<file path="src/mode_reg_pkg.sv">
package mode_reg_pkg;
   // ****************************************
   // register address and field layout
   // ****************************************
   localparam logic [5:0] BURST_STROBE_ADDR = 6'h01;
   localparam int BL_LSB = 0;
   localparam int WRPRE_BIT = 2;
   localparam int RDPRE_BIT = 3;
   localparam int NWR_LSB = 4;
   localparam int READ_POSTAMBLE_LENGTH_BIT = 7;

   // ****************************************
   // burst length encodings
   // ****************************************
   localparam logic [1:0] BL_CODE_16 = 2'h0;
   localparam logic [1:0] BL_CODE_32 = 2'h1;
   localparam logic [1:0] BL_CODE_OTF = 2'h2;

   // ****************************************
   // reset values
   // ****************************************
   localparam logic [1:0] BL_RST = 2'h0;
   localparam logic WRPRE_RST = 1'b1;
   localparam logic RDPRE_RST = 1'b0;
   localparam logic [2:0] NWR_RST = 3'h0;
   localparam logic READ_POSTAMBLE_LENGTH_RST = 1'b0;

   // ****************************************
   // burst and postamble counts
   // ****************************************
   localparam logic [4:0] LAST_BEAT_16 = 5'h0F;
   localparam logic [4:0] LAST_BEAT_32 = 5'h1F;
   localparam logic [4:0] HALF_BEAT = 5'h10;
   localparam logic [5:0] POST_SHORT_CYC = 6'h01;
   localparam logic [5:0] POST_LONG_CYC = 6'h02;

   typedef enum {ST_IDLE, ST_BURST, ST_RECOVER, ST_POST} burst_state_e;

   // write-recovery code to clock cycles
   function automatic logic [5:0] nwr_cycles(input logic [2:0] code);
      logic [5:0] cyc;
      cyc = 6'h06;
      unique case (code)
         3'h0: cyc = 6'h06;
         3'h1: cyc = 6'h0A;
         3'h2: cyc = 6'h10;
         3'h3: cyc = 6'h14;
         3'h4: cyc = 6'h18;
         3'h5: cyc = 6'h1E;
         3'h6: cyc = 6'h22;
         3'h7: cyc = 6'h28;
      endcase
      return cyc;
   endfunction : nwr_cycles
endpackage : mode_reg_pkg
</file>
<file path="src/burst_addr_gen.sv">
// ****************************************
// read/write burst word order
// ****************************************
module burst_addr_gen
   import mode_reg_pkg::*;
(
   input wire logic [2:0] start_col,
   input wire logic long_burst,
   input wire logic [4:0] beat,
   output logic [4:0] word_col
);
   // low four bits wrap modulo 16 from the 4-aligned start
   always_comb begin
      word_col[3:0] = {start_col[1:0], 2'h0} + beat[3:0];
      word_col[4] = long_burst ? (start_col[2] ^ beat[4]) : 1'b0;
   end
endmodule : burst_addr_gen

</file>
<file path="src/burst_strobe_config.sv">
module burst_strobe_config
   import mode_reg_pkg::*;
(
   input wire logic clk,
   input wire logic nrst,
   input wire logic write_set_point_select,
   input wire logic operating_set_point_select,
   input wire logic mrw_valid,
   input wire logic [5:0] mrw_addr,
   input wire logic [7:0] mrw_data,
   input wire logic mrr_req,
   input wire logic [5:0] mrr_addr,
   output logic mrr_valid,
   output logic [7:0] mrr_data,
   input wire logic cmd_valid,
   input wire logic cmd_write,
   input wire logic [2:0] cmd_col,
   input wire logic cmd_burst_length_select,
   input wire logic cmd_auto_precharge_flag,
   output logic cmd_ready,
   output logic beat_valid,
   output logic [4:0] beat_col,
   output logic [4:0] beat_num,
   output logic beat_last,
   output logic beat_write,
   output logic precharge_start,
   output logic read_postamble,
   output logic wr_preamble_2tck,
   output logic rd_preamble_toggle,
   output logic read_postamble_length
);
   // ****************************************
   // mode register storage
   // ****************************************
   logic [1:0] burst_length_select;
   logic [1:0] sp_wrpre;
   logic [1:0] sp_rdpre;
   logic [2:0] sp_nwr [2];
   logic [1:0] sp_read_postamble_length;
   logic [1:0] next_burst_length_select;
   logic [1:0] next_sp_wrpre;
   logic [1:0] next_sp_rdpre;
   logic [2:0] next_sp_nwr [2];
   logic [1:0] next_sp_read_postamble_length;
   logic next_mrr_valid;
   logic [7:0] next_mrr_data;
   logic reg_hit;
   logic wsp;
   logic osp;
   logic next_wr_preamble_2tck;
   logic next_rd_preamble_toggle;
   logic next_read_postamble_length;

   assign wsp = write_set_point_select;
   assign osp = operating_set_point_select;
   assign reg_hit = mrw_valid && (mrw_addr == BURST_STROBE_ADDR);

   // register writes reach only the write set point copy; burst length has one shared copy
   always_comb begin
      next_burst_length_select = burst_length_select;
      next_sp_wrpre = sp_wrpre;
      next_sp_rdpre = sp_rdpre;
      next_sp_nwr = sp_nwr;
      next_sp_read_postamble_length = sp_read_postamble_length;
      if (reg_hit) begin
         next_burst_length_select = mrw_data[BL_LSB+:2];
         next_sp_wrpre[wsp] = mrw_data[WRPRE_BIT];
         next_sp_rdpre[wsp] = mrw_data[RDPRE_BIT];
         next_sp_nwr[wsp] = mrw_data[NWR_LSB+:3];
         next_sp_read_postamble_length[wsp] = mrw_data[READ_POSTAMBLE_LENGTH_BIT];
      end
      next_mrr_valid = mrr_req && (mrr_addr == BURST_STROBE_ADDR);
      next_mrr_data = 8'h00;
      if (next_mrr_valid) begin
         // write-recovery field reads back as zero
         next_mrr_data[BL_LSB+:2] = burst_length_select;
         next_mrr_data[WRPRE_BIT] = sp_wrpre[wsp];
         next_mrr_data[RDPRE_BIT] = sp_rdpre[wsp];
         next_mrr_data[READ_POSTAMBLE_LENGTH_BIT] = sp_read_postamble_length[wsp];
      end
      next_wr_preamble_2tck = sp_wrpre[osp];
      next_rd_preamble_toggle = sp_rdpre[osp];
      next_read_postamble_length = sp_read_postamble_length[osp];
   end

   always_ff @(posedge clk or negedge nrst) begin
      if (!nrst) begin
         burst_length_select <= BL_RST;
         sp_wrpre <= {2{WRPRE_RST}};
         sp_rdpre <= {2{RDPRE_RST}};
         sp_nwr[0] <= NWR_RST;
         sp_nwr[1] <= NWR_RST;
         sp_read_postamble_length <= {2{READ_POSTAMBLE_LENGTH_RST}};
         mrr_valid <= 1'b0;
         mrr_data <= 8'h00;
         wr_preamble_2tck <= WRPRE_RST;
         rd_preamble_toggle <= RDPRE_RST;
         read_postamble_length <= READ_POSTAMBLE_LENGTH_RST;
      end else begin
         burst_length_select <= next_burst_length_select;
         sp_wrpre <= next_sp_wrpre;
         sp_rdpre <= next_sp_rdpre;
         sp_nwr <= next_sp_nwr;
         sp_read_postamble_length <= next_sp_read_postamble_length;
         mrr_valid <= next_mrr_valid;
         mrr_data <= next_mrr_data;
         wr_preamble_2tck <= next_wr_preamble_2tck;
         rd_preamble_toggle <= next_rd_preamble_toggle;
         read_postamble_length <= next_read_postamble_length;
      end
   end

   // ****************************************
   // burst sequencer
   // ****************************************
   burst_state_e state;
   burst_state_e next_state;
   logic [4:0] idx;
   logic [2:0] start_col;
   logic long_burst;
   logic is_write;
   logic ap;
   logic [5:0] cnt;
   logic [4:0] next_idx;
   logic [2:0] next_start_col;
   logic next_long_burst;
   logic next_is_write;
   logic next_ap;
   logic [5:0] next_cnt;
   logic cmd_take;
   logic cmd_long;
   logic last_now;
   logic [4:0] gen_col;
   logic next_cmd_ready;
   logic next_beat_valid;
   logic [4:0] next_beat_col;
   logic [4:0] next_beat_num;
   logic next_beat_last;
   logic next_beat_write;
   logic next_precharge_start;
   logic next_read_postamble;

   burst_addr_gen burst_addr_gen_inst (
      .start_col(start_col),
      .long_burst(long_burst),
      .beat(idx),
      .word_col(gen_col)
   );

   assign cmd_take = cmd_valid && (state == ST_IDLE);
   assign last_now = (state == ST_BURST) && (idx == (long_burst ? LAST_BEAT_32 : LAST_BEAT_16));

   // burst length from field, or from command bit in per-command mode
   always_comb begin
      unique case (burst_length_select)
         BL_CODE_32: cmd_long = 1'b1;
         BL_CODE_OTF: cmd_long = cmd_burst_length_select;
         default: cmd_long = 1'b0;
      endcase
   end

   always_comb begin
      next_state = state;
      next_idx = idx;
      next_start_col = start_col;
      next_long_burst = long_burst;
      next_is_write = is_write;
      next_ap = ap;
      next_cnt = cnt;
      unique case (state)
         ST_IDLE: begin
            if (cmd_take) begin
               next_state = ST_BURST;
               next_idx = 5'h00;
               // writes start aligned; bits 3:2 held zero
               next_start_col = cmd_write ? {cmd_col[2], 2'h0} : cmd_col;
               next_long_burst = cmd_long;
               next_is_write = cmd_write;
               next_ap = cmd_auto_precharge_flag;
            end
         end
         ST_BURST: begin
            next_idx = idx + 5'h01;
            if (last_now) begin
               if (!is_write) begin
                  next_state = ST_POST;
                  next_cnt = read_postamble_length ? POST_LONG_CYC - 6'h01 : POST_SHORT_CYC - 6'h01;
               end else if (ap) begin
                  next_state = ST_RECOVER;
                  next_cnt = nwr_cycles(sp_nwr[osp]) - 6'h01;
               end else begin
                  next_state = ST_IDLE;
               end
            end
         end
         ST_RECOVER, ST_POST: begin
            next_cnt = cnt - 6'h01;
            if (cnt == 6'h00) begin
               next_state = ST_IDLE;
            end
         end
      endcase
      next_cmd_ready = (next_state == ST_IDLE);
      next_beat_valid = (state == ST_BURST);
      next_beat_col = gen_col;
      next_beat_num = idx;
      next_beat_last = last_now;
      next_beat_write = is_write;
      next_precharge_start = (state == ST_RECOVER) && (cnt == 6'h00);
      next_read_postamble = (state == ST_POST);
   end

   always_ff @(posedge clk or negedge nrst) begin
      if (!nrst) begin
         state <= ST_IDLE;
         idx <= 5'h00;
         start_col <= 3'h0;
         long_burst <= 1'b0;
         is_write <= 1'b0;
         ap <= 1'b0;
         cnt <= 6'h00;
         cmd_ready <= 1'b1;
         beat_valid <= 1'b0;
         beat_col <= 5'h00;
         beat_num <= 5'h00;
         beat_last <= 1'b0;
         beat_write <= 1'b0;
         precharge_start <= 1'b0;
         read_postamble <= 1'b0;
      end else begin
         state <= next_state;
         idx <= next_idx;
         start_col <= next_start_col;
         long_burst <= next_long_burst;
         is_write <= next_is_write;
         ap <= next_ap;
         cnt <= next_cnt;
         cmd_ready <= next_cmd_ready;
         beat_valid <= next_beat_valid;
         beat_col <= next_beat_col;
         beat_num <= next_beat_num;
         beat_last <= next_beat_last;
         beat_write <= next_beat_write;
         precharge_start <= next_precharge_start;
         read_postamble <= next_read_postamble;
      end
   end

   // ****************************************
   // checks
   // ****************************************
   AST_FIRST_ALIGNED: assert property (@(posedge clk) disable iff (!nrst)
      $rose(beat_valid) |-> beat_col[1:0] == 2'h0) else $error("burst start not aligned");
   AST_STEP_WRAP: assert property (@(posedge clk) disable iff (!nrst)
      beat_valid && $past(beat_valid) && !$past(beat_last) && beat_num != HALF_BEAT
      |-> beat_col[3:0] == $past(beat_col[3:0]) + 4'h1) else $error("beat order not modulo 16");
   AST_OTHER_HALF: assert property (@(posedge clk) disable iff (!nrst)
      beat_valid && beat_num == HALF_BEAT
      |-> beat_col[4] != $past(beat_col[4], 16) && beat_col[3:0] == $past(beat_col[3:0], 16))
      else $error("second half offset wrong");
   AST_BL32_LEN: assert property (@(posedge clk) disable iff (!nrst)
      cmd_take && burst_length_select == BL_CODE_32 |-> ##33 (beat_valid && beat_last))
      else $error("32-beat burst length wrong");
   AST_OTF16_LEN: assert property (@(posedge clk) disable iff (!nrst)
      cmd_take && burst_length_select == BL_CODE_OTF && !cmd_burst_length_select
      |-> ##17 (beat_valid && beat_last)) else $error("on-the-fly 16 length wrong");
   AST_NWR_DEFAULT: assert property (@(posedge clk) disable iff (!nrst)
      beat_valid && beat_last && beat_write && ap && sp_nwr[osp] == 3'h0 && $stable(osp)
      |-> ##6 precharge_start) else $error("precharge not after 6 cycles");
   AST_READ_POSTAMBLE_LENGTH_LONG: assert property (@(posedge clk) disable iff (!nrst)
      beat_valid && beat_last && !beat_write && $past(read_postamble_length)
      |=> read_postamble [*2] ##1 !read_postamble) else $error("long postamble not two cycles");
   AST_READ_POSTAMBLE_LENGTH_SHORT: assert property (@(posedge clk) disable iff (!nrst)
      beat_valid && beat_last && !beat_write && !$past(read_postamble_length)
      |=> read_postamble ##1 !read_postamble) else $error("short postamble not one cycle");
   AST_WSP_COPY: assert property (@(posedge clk) disable iff (!nrst)
      reg_hit && !wsp |=> sp_nwr[0] == $past(mrw_data[NWR_LSB+:3]) && sp_nwr[1] == $past(sp_nwr[1]))
      else $error("write reached wrong set point");
   AST_OSP_USE: assert property (@(posedge clk) disable iff (!nrst)
      ##1 rd_preamble_toggle == $past(sp_rdpre[osp])) else $error("active copy not operating set point");
endmodule : burst_strobe_config

</file>
<file path="config.mk">
export PLATFORM = sky130hd
export DESIGN_NAME = burst_strobe_config
export DESIGN_NICKNAME = d
export VERILOG_FILES = /design/src/mode_reg_pkg.sv /design/src/burst_addr_gen.sv /design/src/burst_strobe_config.sv
export SDC_FILE = /design/constraint.sdc
export NUM_CORES = 1
export LEC_CHECK = 0
export ABC_AREA = 1
export CORE_ASPECT_RATIO = 1.25
export CORE_MARGIN = 10
export CORE_UTILIZATION = 68
export DETAILED_ROUTE_END_ITERATION = 12
export DONT_BUFFER_PORTS = 1
export GPL_TIMING_DRIVEN = 0
export PLACE_DENSITY = 0.84
export SKIP_CTS_REPAIR_TIMING = 1
export SYNTH_ARGS = -nofsm -noshare
export SYNTH_HDL_FRONTEND = slang
export SYNTH_SLANG_ARGS = --single-unit
</file>
<file path="constraint.sdc">
create_clock -name clk -period 5 [get_ports clk]
set_input_delay 1.25 -clock clk [delete_from_list [all_inputs] [get_ports clk]]
set_output_delay 1.25 -clock clk [all_outputs]
set_load 0.02 [all_outputs]
</file>
# Word level (Yosys, flattened, before mapping)
# Memory sizes are Yosys's and may differ from the RTL's.
# Cells that the tools add are included.
dict set report totals {
  wordCells 117
  mem_count 1
  romBits 40
  inputBits 33
  out_inout_bits 28
  ff_bits 88
}
# name words word_bits read_ports rd_ports_with_merged_regs wr line_no
set mem_list {}
lappend mem_list {{(no name shown)} 8 5 1 0 0 mode_reg_pkg.sv:43} ;# unique case (code)
dict set report op_classes {
  n_bitwise 3
  n_lt_le_gt_ge 6
  n_eq_ne 14
  n_mux 46
  reduce_logical 17
  addsub 4
}
# op n
set op_table {}
lappend op_table {{== test 32 x 2 -> 1 bit, second input constant} 3}
lappend op_table {{logical NOT 32 bit} 3}
lappend op_table {{two-way mux 32 bit} 3}
lappend op_table {{case mux 32 bit (3 select lines)} 1}
lappend op_table {{== test 32 x 3 -> 1 bit, second input constant} 2}
lappend op_table {{two-way mux 6 bit} 7}
lappend op_table {{== test 32 x 1 -> 1 bit, second input constant} 1}
lappend op_table {{two-way mux 1 bit} 16}
lappend op_table {{== test 6 x 1 -> 1 bit, second input constant} 2}
lappend op_table {{two-way mux 3 bit} 4}
lappend op_table {{case mux 6 bit (2 select lines)} 1}
lappend op_table {{subtractor 6 x 1 -> 6 bit, second input constant} 2}
lappend op_table {{two-way mux 5 bit} 2}
lappend op_table {{case mux 5 bit (2 select lines)} 1}
lappend op_table {{logical AND 1 bit} 7}
lappend op_table {{bitwise mux 2 bit} 3}
lappend op_table {{bitwise mux 6 bit} 1}
lappend op_table {{logical NOT 6 bit} 1}
lappend op_table {{two-way mux 2 bit} 3}
lappend op_table {{adder 5 x 1 -> 5 bit, second input constant} 1}
lappend op_table {{== test 5 bit} 1}
lappend op_table {{adder 4 bit} 1}
lappend op_table {{>= comparator 2 bit, second input constant} 2}
lappend op_table {{< comparator 1 x 2 -> 1 bit, second input constant} 2}
lappend op_table {{other kinds (16)} 20}

# Logic depth before layout (Yosys ltp)
# Gate-level depths: netlist (run 1).
# An unclocked memory read counts as a cell.
dict set report depth {
  word_depth 14
  ltp_mapped 13
}

# By module
# A second synthesis (run 1) with hierarchy kept.
dict set report hier_totals {
  cells_unflattened 450
  area_unflattened_um2 3958.8
}
# mod area_each_um2 seq_area_each_um2 instances cells_each
set modules_own_cells {}
lappend modules_own_cells {burst_strobe_config 3881.2 2207.1 1 434}
lappend modules_own_cells {burst_addr_gen 77.6 0.0 1 16}

# Least setup slack after synthesis (run 1)
# OpenSTA, ideal clock, no wires.
dict set report synth_path {
  kind {in2reg}
  start {input port operating_set_point_select}
  end {register cnt[5]}
  path_buffers 1
  stages 12
  setup_slack_ps 2241
  arrival_time_ps 2677
  cell_sequence {buf_4 > o21ai_0 > ha_1 > inv_1 > nand2_1 > o21ai_0 > ha_1 > nand2_1 > nor2_1 > or2_0 > nand3_1 > a31oi_1}
}
dict set report synth_between {
  elab_chain_len 14
}
# element line_no
set synth_lines {}
lappend synth_lines {{start: declaration} burst_strobe_config.sv:7} ;# input wire logic operating_set_point_select,
lappend synth_lines {{NOT 1 -> 2 bit (not written as such)} burst_strobe_config.sv:190} ;# next_cnt = nwr_cycles(sp_nwr[osp]) - 6'h01;
lappend synth_lines {{two-way mux 3 bit (not written as such) (3 in a row)} burst_strobe_config.sv:190}
lappend synth_lines {{memory read (8 x 5 bit)} --}
lappend synth_lines {{two-way mux 6 bit} burst_strobe_config.sv:188} ;# end else if (ap) begin
lappend synth_lines {{two-way mux 6 bit} burst_strobe_config.sv:185} ;# if (!is_write) begin
lappend synth_lines {{two-way mux 6 bit} burst_strobe_config.sv:184} ;# if (last_now) begin
lappend synth_lines {{two-way mux 6 bit} burst_strobe_config.sv:170} ;# unique case (state)
lappend synth_lines {{subtractor 6 x 1 -> 6 bit} burst_strobe_config.sv:190}
lappend synth_lines {{two-way mux 6 bit} burst_strobe_config.sv:188}
lappend synth_lines {{two-way mux 6 bit} burst_strobe_config.sv:185}
lappend synth_lines {{two-way mux 6 bit} burst_strobe_config.sv:184}
lappend synth_lines {{case mux 6 bit (2 select lines)} burst_strobe_config.sv:170}
lappend synth_lines {{end signal: assignment} burst_strobe_config.sv:237} ;# cnt <= next_cnt;
lappend synth_lines {{end: declaration} burst_strobe_config.sv:123} ;# logic [5:0] cnt;
# Every way passes these cells. The select of a mux whose other input is x is not followed.
# A chain may end at the register's enable or synchronous reset.

# Worst setup path after layout (run 1)
# Same ends and word-level chain as after synthesis.

==> results of run 1 <==
-- layout make-up --
cell class,instances,area share [%]
well taps,64,1.917
flip-flops and latches,86,51.65
clock buffers,13,4.044
inverters,60,5.542
clock inverters,3,0.4194
plain buffers,40,4.314
multi-input cells,256,32.12
-- per-layer routing --
layer,up-vias,share of wire [%],track usage [%]
li1,1366,-,-
met1,1304,42,19.45
met2,88,48,26.56
met3,16,7.4,4.895
met4,0,2.1,7.192
met5,-,0,0
-- cells by family (layout without fill, tap and decap cells) --
logic type / after synthesis / after routing / share of synthesized area, %
flops: 86 / 86 / 55.27
other cells: 1 / 3 / 0.09609
xor+xnor: 9 / 9 / 2.020
compound gates: 50 / 50 / 7.791
simple gates: 185 / 185 / 21.39
buf+inv: 100 / 116 / 10.55
fa+ha+maj: 9 / 9 / 2.886
-- cell usage after synthesis, drive strengths merged --
cell type and instances:
nand2 90, dfrtp 82, nor2 67, inv 59
clkbuf 33, o21ai 32, nand3 12, ha 9
buf 7, a21oi 6, xor2 6, nor4 5
dfstp 4, nand4 4, a31oi 3, or2 3
xnor2 3, a22o 2, a22oi 2, o211ai 2
a21boi 1, and2 1, and3 1, clkinv 1
conb 1, nor3 1, nor3b 1, o22ai 1
o31ai 1
-- where the power goes --
group	switching [mW]	total, mW	leakage, nW	internal, mW
Combinational	0.370	0.595	0.910	0.224
Clock	0.226	0.446	0.0954	0.220
Sequential	0.128	0.948	1.14	0.820
Total	0.724	1.99	2.14	1.26
-- registers in the layout (all words and copies together) (netlist names), 2 cells and up --
signal	cells
sp_nwr	6
sp_wrpre	2
beat_col	3
start_col	3
idx	5
mrr_data	5
state	32
sp_rdpre	2
cnt	6
burst_length_select	2
beat_num	5
sp_read_postamble_length	2
-- how the worst max path moves through the flow --
stage / start / cells after the start / slack, ps / endpoint
after floorplan: operating_set_point_select / 12 / 2240 / cnt[5]
after global placement: operating_set_point_select / 12 / 2130 / cnt[5]
after detailed placement: operating_set_point_select / 12 / 2020 / cnt[5]
final: operating_set_point_select / 12 / 2380 / cnt[5]
after global routing: operating_set_point_select / 12 / 2170 / cnt[5]
after CTS: operating_set_point_select / 12 / 2390 / cnt[5]
==> impl_metrics.py, run 1 <==
metrics = {
    "status": {
        "status": "complete, no violations",
    },
    "yosys": {
        "yosysTopAreaCellShare_pct": 52.58,
        "yosysTopAreaCell": "dfrtp_1",
        "syn_inst": 440,
        "synthTopCellsByArea": "dfrtp_1 (53%), nand2_1 (8.2%), nor2_1 (5.4%), inv_1 (5.1%), o21ai_0 (3.2%)",
        "synth_seq_cells": 86,
        "yosysSeqAreaShare_pct": 55.27,
        "netlist_area_mm2": 0.003902,
        "synth_cell_type_count": 43,
        "ys_warn_count": 0,
        "syn_avg_cell_area_um2": 8.869,
    },
    "worst_setup_path": {
        "r2r_slack_ps": 3040,
        "worst_r2r_path_depth": 11,
        "cp_data_required_time_ps": 5270,
        "cp-end-kind": "register",
        "cpPeakStageDelay_ps": 280,
        "cp_slowest_cell": "ha_1",
        "reg2reg_from": "sp_nwr[3]",
        "critPathLaunchType": "primary input",
        "path_class": "primary input to register",
        "timing.rr.end": "cnt[5]",
        "crit_fanout": 10,
        "path_cells": "buf_4 -> o21ai_0 -> ha_1 -> inv_1 -> nand2_1 -> o21ai_0 -> ha_1 -> nand2_1 -> nor2_1 -> or2_0 -> nand3_1 -> a31oi_1",
        "worst-path-buf-inv": 2,
        "cp_data_arrival_time_ps": 2890,
        "cp_top_family": "adder cells",
    },
    "final_layout": {
        "fillerInstances": 371,
        "layout_common_cells": "nand2_1 (85), dfrtp_1 (82), nor2_1 (56)",
        "finalNetCount": 495,
        "final_common_cell": "nand2_1",
        "drive_gt1_share_pct": 12.23,
        "fin_area_mm2": 0.004177,
        "regArea_mm2": 0.002157,
        "final_core_util_pct": 75.69,
        "area_delta_synth_final_pct": 7.022,
        "diodes": 0,
        "multi_input_area_mm2": 0.001341,
        "layout.cells.non_filler": 522,
    },
    "clock_tree": {
        "cts_tree": "done",
        "cts_inserted_buffers": 9,
        "cts_num_sinks": 86,
        "cts.path.max_buffers": 2,
        "cts_root_buf": "clkbuf_8",
        "insertion_delay_ps": 350,
        "clk_pin_slew_ps": 80,
        "htreeDepth": 3,
    },
    "sta": {
        "clock_skew_ps": 7.438,
        "finalSetupViolCount": 0,
        "setup_ws_ps": 2382,
        "fmax_mhz": 382.0,
        "fin_crit_sh_pct": 52.35,
        "tightestPinTransition_ps": 542.6,
        "finalSetupTns_ps": 0,
        "hold_slack_ps": 415.3,
        "relSlewSlack_pct": 63.53,
        "period_needed_ps": 2618,
        "hold_viol_final": 0,
        "slew_violations": 0,
        "rsz0062_at_grt": "false",
    },
    "power_and_ir_drop": {
        "total_power_mw": 1.989,
        "power.density_mw_per_mm2": 476.2,
        "ir_drop_uv": 298.1,
        "leakagePower_nw": 2.143,
    },
    "worst_hold_path": {
        "hold_end": "beat_write",
        "hold_path.startpoint": "is_write",
        "hold_depth": 0,
        "hp-class": "register to register",
    },
    "place": {
        "place_area_mm2": 0.003990,
        "gp_congestion": 0.8795,
        "dp_slack_ps": 2022,
        "dp_hpwl_um": 5428,
        "placedCellCount": 506,
        "numPortBuffers": 0,
    },
    "grt": {
        "grt_first_pass_wirelength_um": 12320,
        "antenna_found_initial": 0,
        "grt_start_max_net_pins": 87,
        "overflow": 0,
        "grt_usage_pct": 16.41,
        "grt_pass1_vias": 2828,
    },
    "floorplanning": {
        "core_area_mm2": 0.005518,
        "io-pin-count": 61,
        "initial_core_util_pct": 70.73,
        "rows": 30,
        "die_height_um": 104.7,
        "die_area_mm2": 0.009188,
        "chipWidth_um": 87.76,
    },
    "route": {
        "drtIter0Drc": 132,
        "avgRoutedWirePerCell_um": 13.68,
        "route.detailed.drc": 0,
        "ant_nets": 0,
        "first_pass_iters": 5,
        "drt-total-wl_um": 7143,
        "vias": 2774,
        "vias_per_cell": 5.314,
    },
    "flow_run": {
        "drv_cap": 0,
    },
}
No activity file was read; power rests on OpenSTA's default activity.
==> inputs of run 2 (changes only) <==
- ABC_AREA: 1 -> 0
- CORE_UTILIZATION: 68 -> 62
- PLACE_DENSITY: 0.84 -> 0.78
- clock period: 5 -> 2.5 ns (I/O delays scaled with it)
==> impl_metrics.py, run 2 <==
metrics = {
    "status": {
        "status": "complete, but fails checks",
        "failed_checks": "negative hold slack",
    },
    "grt": {
        "grt_first_pass_wirelength_um": 10670,
        "grt_usage_pct": 14.60,
        "grt_pass1_vias": 2275,
        "grt_start_max_net_pins": 87,
        "antenna_found_initial": 0,
        "overflow": 0,
    },
    "floorplanning": {
        "io-pin-count": 61,
        "rows": 31,
        "die_area_mm2": 0.009380,
        "chipWidth_um": 88.65,
        "die_height_um": 105.8,
        "core_area_mm2": 0.005741,
        "initial_core_util_pct": 63.62,
    },
    "final_layout": {
        "fin_area_mm2": 0.004009,
        "layout_common_cells": "dfrtp_1 (82), clkbuf_1 (34), nor2_1 (18), mux2_2 (18), inv_1 (17)",
        "drive_gt1_share_pct": 18.15,
        "largestRegisters": "state: 32 flops, cnt: 6 flops, sp_nwr: 6 flops",
        "diodes": 0,
        "largest_reg_flops": 32,
        "fillerInstances": 428,
        "top_register": "state",
        "final_core_util_pct": 69.83,
        "finalNetCount": 362,
        "area_delta_synth_final_pct": 9.763,
        "final_common_cell": "dfrtp_1",
    },
    "yosys": {
        "yosysTopAreaCell": "dfrtp_1",
        "ys_warn_count": 0,
        "synthFlopType": "dfrtp_1",
        "synth_seq_cells": 86,
        "yosysSeqAreaShare_pct": 59.06,
        "synth-async-reset-ratio_pct": 100.0,
        "synth_cell_type_count": 53,
        "yosysTopAreaCellShare_pct": 56.18,
        "synthTopCellsByArea": "dfrtp_1 (56%), mux2_2 (5.5%), clkbuf_1 (3.3%), ha_1 (3.1%), dfstp_2 (2.9%)",
        "syn_inst": 307,
        "synthTopCellsByCount": "dfrtp_1 (82), clkbuf_1 (32), mux2_2 (18), nor2_1 (18), inv_1 (17)",
        "synth_edf_count": 0,
        "netlist_area_mm2": 0.003652,
        "yosysMostFrequentCell": "dfrtp_1",
        "syn_avg_cell_area_um2": 11.90,
    },
    "sta": {
        "rsz0062_at_grt": "false",
        "hold_slack_ps": -44.73,
        "period_needed_ps": 2335,
        "slew_violations": 0,
        "hold_viol_final": 82,
        "finalSetupTns_ps": 0,
        "relSlewSlack_pct": 49.07,
        "clock_skew_ps": 9.513,
        "fmax_mhz": 428.3,
        "setup_ws_ps": 165.2,
        "tightestPinTransition_ps": 757.0,
        "fin_crit_sh_pct": 93.39,
        "finalSetupViolCount": 0,
    },
    "place": {
        "dp_hpwl_um": 4658,
        "numPortBuffers": 0,
        "place_area_mm2": 0.003745,
        "dp_slack_ps": -220.6,
        "gp_congestion": 0.7687,
    },
    "power_and_ir_drop": {
        "power.density_mw_per_mm2": 959.1,
        "p_seq_share_pct": 50.5,
        "ir_drop_uv": 513.4,
        "power.share.clock_pct": 29.5,
        "swShare_pct": 30.49,
        "leakagePower_nw": 1.974,
        "combinationalPowerShare_pct": 19.9,
        "internal_power_mw": 2.672,
        "power_switching_mw": 1.172,
    },
    "worst_setup_path": {
        "timing.rr.end": "start_col[2]",
        "r2r_slack_ps": 220,
        "cp_data_arrival_time_ps": 2620,
        "cp-end-kind": "register",
        "reg2reg_from": "state[14]",
        "critPathLaunchType": "primary input",
        "crit_fanout": 8,
        "worst_r2r_path_depth": 5,
        "path_class": "primary input to register",
        "cp_data_required_time_ps": 2780,
    },
    "route": {
        "route.detailed.drc": 0,
        "vias": 2136,
        "wl_met2_um": 3209,
        "drtIter0Drc": 113,
        "avgRoutedWirePerCell_um": 15.79,
        "wl_met1_um": 2386,
        "vias_per_cell": 5.463,
        "highest_layer": "met4",
        "first_pass_iters": 4,
        "dr_wl_met3_um": 447,
        "drt-total-wl_um": 6172,
        "ant_nets": 0,
    },
    "worst_hold_path": {
        "hp-class": "primary input to asynchronous set/reset pin",
    },
    "clock_tree": {
        "cts_num_sinks": 86,
        "cts.path.max_buffers": 2,
        "cts_root_buf": "clkbuf_8",
        "clk_pin_slew_ps": 80,
        "cts_inserted_buffers": 9,
        "cts_tree": "done",
        "htreeDepth": 3,
        "insertion_delay_ps": 350,
    },
    "flow_run": {
        "drv_cap": 0,
    },
}
==> run 2: cell types whose count changed in the layout (fill, tap and decap cells not counted), sizes merged, moves of 4 or more <==
| cell | delta |
|---|---|
| nand2 | -74 |
| o21ai | -17 |
| nor2 | -49 |
| inv | -42 |
| mux2i | +9 |
| nand3 | -9 |
| xor2 | -4 |
| or3 | +4 |
| nor4 | +6 |
| mux2 | +19 |
==> run 2: cells by family (layout without fill, tap and decap cells) <==
logic type	Yosys count	count (layout)	synth area share, %
AO/OA/AOI/OAI	35	35	6.133
XOR/XNOR	8	8	1.919
adder cells (fa/ha/maj)	9	9	3.083
buffers and inverters	59	75	6.886
flip-flops	86	86	59.06
multiplexers	28	28	8.325
other	1	3	0.1027
AND/OR/NAND/NOR	81	81	14.49
==> run 2: cell type report <==
type                    instances  area (um^2)  share of cell area (%)
flip-flops and latches         86         2157                   53.81
clock inverters                 5        107.6                   2.684
well taps                      66        82.58                   2.060
inverters                      18        67.56                   1.685
plain buffers                  41        186.4                   4.650
multi-input cells             164         1276                   31.84
clock buffers                  11        131.4                   3.277
==> run 2: worst max-delay path by stage <==
stage,start,end,slack [ps],cells past startpoint
final,operating_set_point_select,cnt[5],170,11
after global routing,operating_set_point_select,cnt[5],30,11
after CTS,state[14],start_col[2],100,5
after detailed placement,operating_set_point_select,cnt[5],-220,11
after global placement,operating_set_point_select,cnt[5],-190,11
after floorplan,operating_set_point_select,cnt[5],0.4,11
==> run 2: routing by layer <==
layer  up-vias  GRT usage (%)
met5         -              0
met4         0          7.292
met3         9          5.778
met2        42          23.68
met1      1039          16.07
li1       1046              -
==> run 2: worst max-delay path, cell delays in order <==
cell,delay [ps]
buf_4,150
mux2i_2,240
inv_1,100
ha_1,320
o211a_4,290
ha_1,210
nor3b_2,160
mux2i_1,160
xnor2_1,130
a31oi_1,90
a21oi_1,130
==> run 2: power groups by stage <==
stage / logic [mW] / clock network (mW) / registers (mW)
floorplan: 0.623 / 0 / 1.92
global placement: 0.727 / 0 / 1.97
detailed placement: 0.756 / 0 / 1.98
CTS: 0.765 / 1.17 / 1.95
global route: 0.870 / 1.24 / 1.98
finish: 0.766 / 1.14 / 1.94
==> run 2: per-stage QoR <==
stage / power (mW) / cells
6_report: 3.845 / 391
5_1_grt: 4.094 / 391
4_1_cts: 3.881 / 391
3_5_place_dp: 2.733 / 375
3_3_place_gp: 2.692 / 375
2_1_floorplan: 2.539 / 309
==> inputs of run 3 (changes only) <==
- REMOVE_ABC_BUFFERS: not set -> 1
==> impl_metrics.py, run 3 (same netlist as run 2, synthesis figures left out) <==
metrics = {
    "clock_tree": {
        "htreeDepth": 3,
        "cts.path.max_buffers": 2,
        "cts_num_sinks": 86,
        "cts_inserted_buffers": 9,
        "cts_root_buf": "clkbuf_8",
        "insertion_delay_ps": 360,
        "clk_pin_slew_ps": 90,
        "cts_tree": "done",
    },
    "place": {
        "placedCellCount": 334,
        "place_area_mm2": 0.003558,
        "dp_hpwl_um": 4420,
        "gp_congestion": 0.7882,
        "dp_slack_ps": -173.2,
        "numPortBuffers": 0,
    },
    "grt": {
        "grt_start_max_net_pins": 87,
        "grt_pass1_vias": 2232,
        "grt_first_pass_wirelength_um": 10780,
        "overflow": 0,
        "antenna_found_initial": 0,
        "grt_usage_pct": 14.81,
    },
    "route": {
        "avgRoutedWirePerCell_um": 17.88,
        "vias": 2056,
        "first_pass_iters": 4,
        "drt-total-wl_um": 6312,
        "route.detailed.drc": 0,
        "drtIter0Drc": 68,
        "ant_nets": 0,
        "vias_per_cell": 5.824,
    },
    "sta": {
        "finalSetupTns_ps": 0,
        "finalSetupViolCount": 0,
        "slew_violations": 0,
        "relSlewSlack_pct": 59.34,
        "hold_viol_final": 82,
        "hold_slack_ps": -49.54,
        "setup_ws_ps": 188.7,
        "clock_skew_ps": 12.26,
        "period_needed_ps": 2311,
        "fin_crit_sh_pct": 92.45,
        "rsz0062_at_grt": "false",
        "tightestPinTransition_ps": 593.0,
        "fmax_mhz": 432.7,
    },
    "worst_setup_path": {
        "cp_data_required_time_ps": 2790,
        "cp-end-kind": "register",
        "path_class": "register to register",
        "reg2reg_from": "sp_nwr[1]",
        "crit_fanout": 4,
        "cp_data_arrival_time_ps": 2600,
        "worst_r2r_path_depth": 10,
        "critPathLaunchType": "register",
        "r2r_slack_ps": 190,
        "timing.rr.end": "cnt[5]",
    },
    "status": {
        "status": "complete, but fails checks",
        "failed_checks": "negative hold slack",
    },
    "final_layout": {
        "fillerInstances": 432,
        "largestRegisters": "state: 32 flops, cnt: 6 flops, sp_nwr: 6 flops",
        "drive_gt1_share_pct": 18.82,
        "multi_input_area_mm2": 0.001277,
        "fin_area_mm2": 0.003814,
        "largest_reg_flops": 32,
        "area_delta_synth_final_pct": 4.419,
        "finalNetCount": 324,
        "top_register": "state",
        "regArea_mm2": 0.002157,
        "diodes": 0,
        "layout_common_cells": "dfrtp_1 (82), nor2_1 (18), mux2_2 (18)",
        "final_common_cell": "dfrtp_1",
        "layout.cells.non_filler": 353,
    },
    "power_and_ir_drop": {
        "power.density_mw_per_mm2": 967.9,
        "total_power_mw": 3.691,
        "leakagePower_nw": 1.891,
        "ir_drop_uv": 457.5,
    },
    "floorplanning": {
        "initial_core_util_pct": 63.62,
        "io-pin-count": 61,
        "chipWidth_um": 88.65,
        "die_area_mm2": 0.009380,
        "core_area_mm2": 0.005741,
        "die_height_um": 105.8,
        "rows": 31,
    },
    "worst_hold_path": {
        "hp-class": "primary input to asynchronous set/reset pin",
    },
    "flow_run": {
        "drv_cap": 0,
    },
}
==> run 3: changes by cell type in the layout (fill, tap and decap cells not counted) <==
cell       delta
nor3b_1       +1
inv_6         +2
bufinv_16     -2
clkbuf_8      +1
nor4_2        +1
nor3b_2       -1
buf_6         -1
buf_2         -2
nor4_1        -1
buf_4         -3
clkbuf_1     -33
==> run 3: how the worst max path moves through the flow <==
stage                               startpoint       end  slack [ps]  cells past startpoint
finish                               sp_nwr[1]    cnt[5]         190                     10
global route                         sp_nwr[4]    cnt[5]          40                     10
CTS                                  state[18]    idx[4]        -230                      5
detailed placement                   state[18]    idx[4]        -170                      5
global placement                     state[10]  is_write         -80                      4
floorplan           operating_set_point_select    cnt[5]         160                     10
==> run 3: final cells by class <==
class	count	share of cell area [%]
flip-flops and latches	86	56.56
multi-input cells	164	33.50
clock buffers	11	3.707
well taps	66	2.165
inverters	18	1.772
clock inverters	5	1.706
repair buffers	3	0.5906
==> run 3: critical path, cell delays in order (launching register included) <==
cell and delay (ps):
dfrtp_1 410, mux2i_2 200, inv_1 90, ha_1 310, o211a_4 280, ha_1 210, and3b_1 170, mux2i_1 160
xnor2_1 160, a31oi_1 110, a21oi_1 130
==> run 3: metal layers <==
layer,track usage (%),vias up,part of all wire (%)
li1,-,971,-
met1,16.72,1021,39
met2,22.37,49,49
met3,6.240,15,8.3
met4,9.491,0,3.0
met5,0,-,0
==> run 3: report_power, final <==
group	total, mW	leakage [nW]	switching (mW)	internal, mW
combinational	0.698	0.664	0.355	0.343
sequential	1.99	1.12	0.350	1.64
clock	1.00	0.105	0.501	0.500
==> run 3: metrics by stage <==
step | hold slack, ps | util (%)
global placement | 332.6 | 61.99
finish | -49.54 | 66.43
CTS | -66.54 | 65.58
detailed placement | 332.5 | 61.99
floorplan | 329.4 | -
global route | -76.26 | 66.43
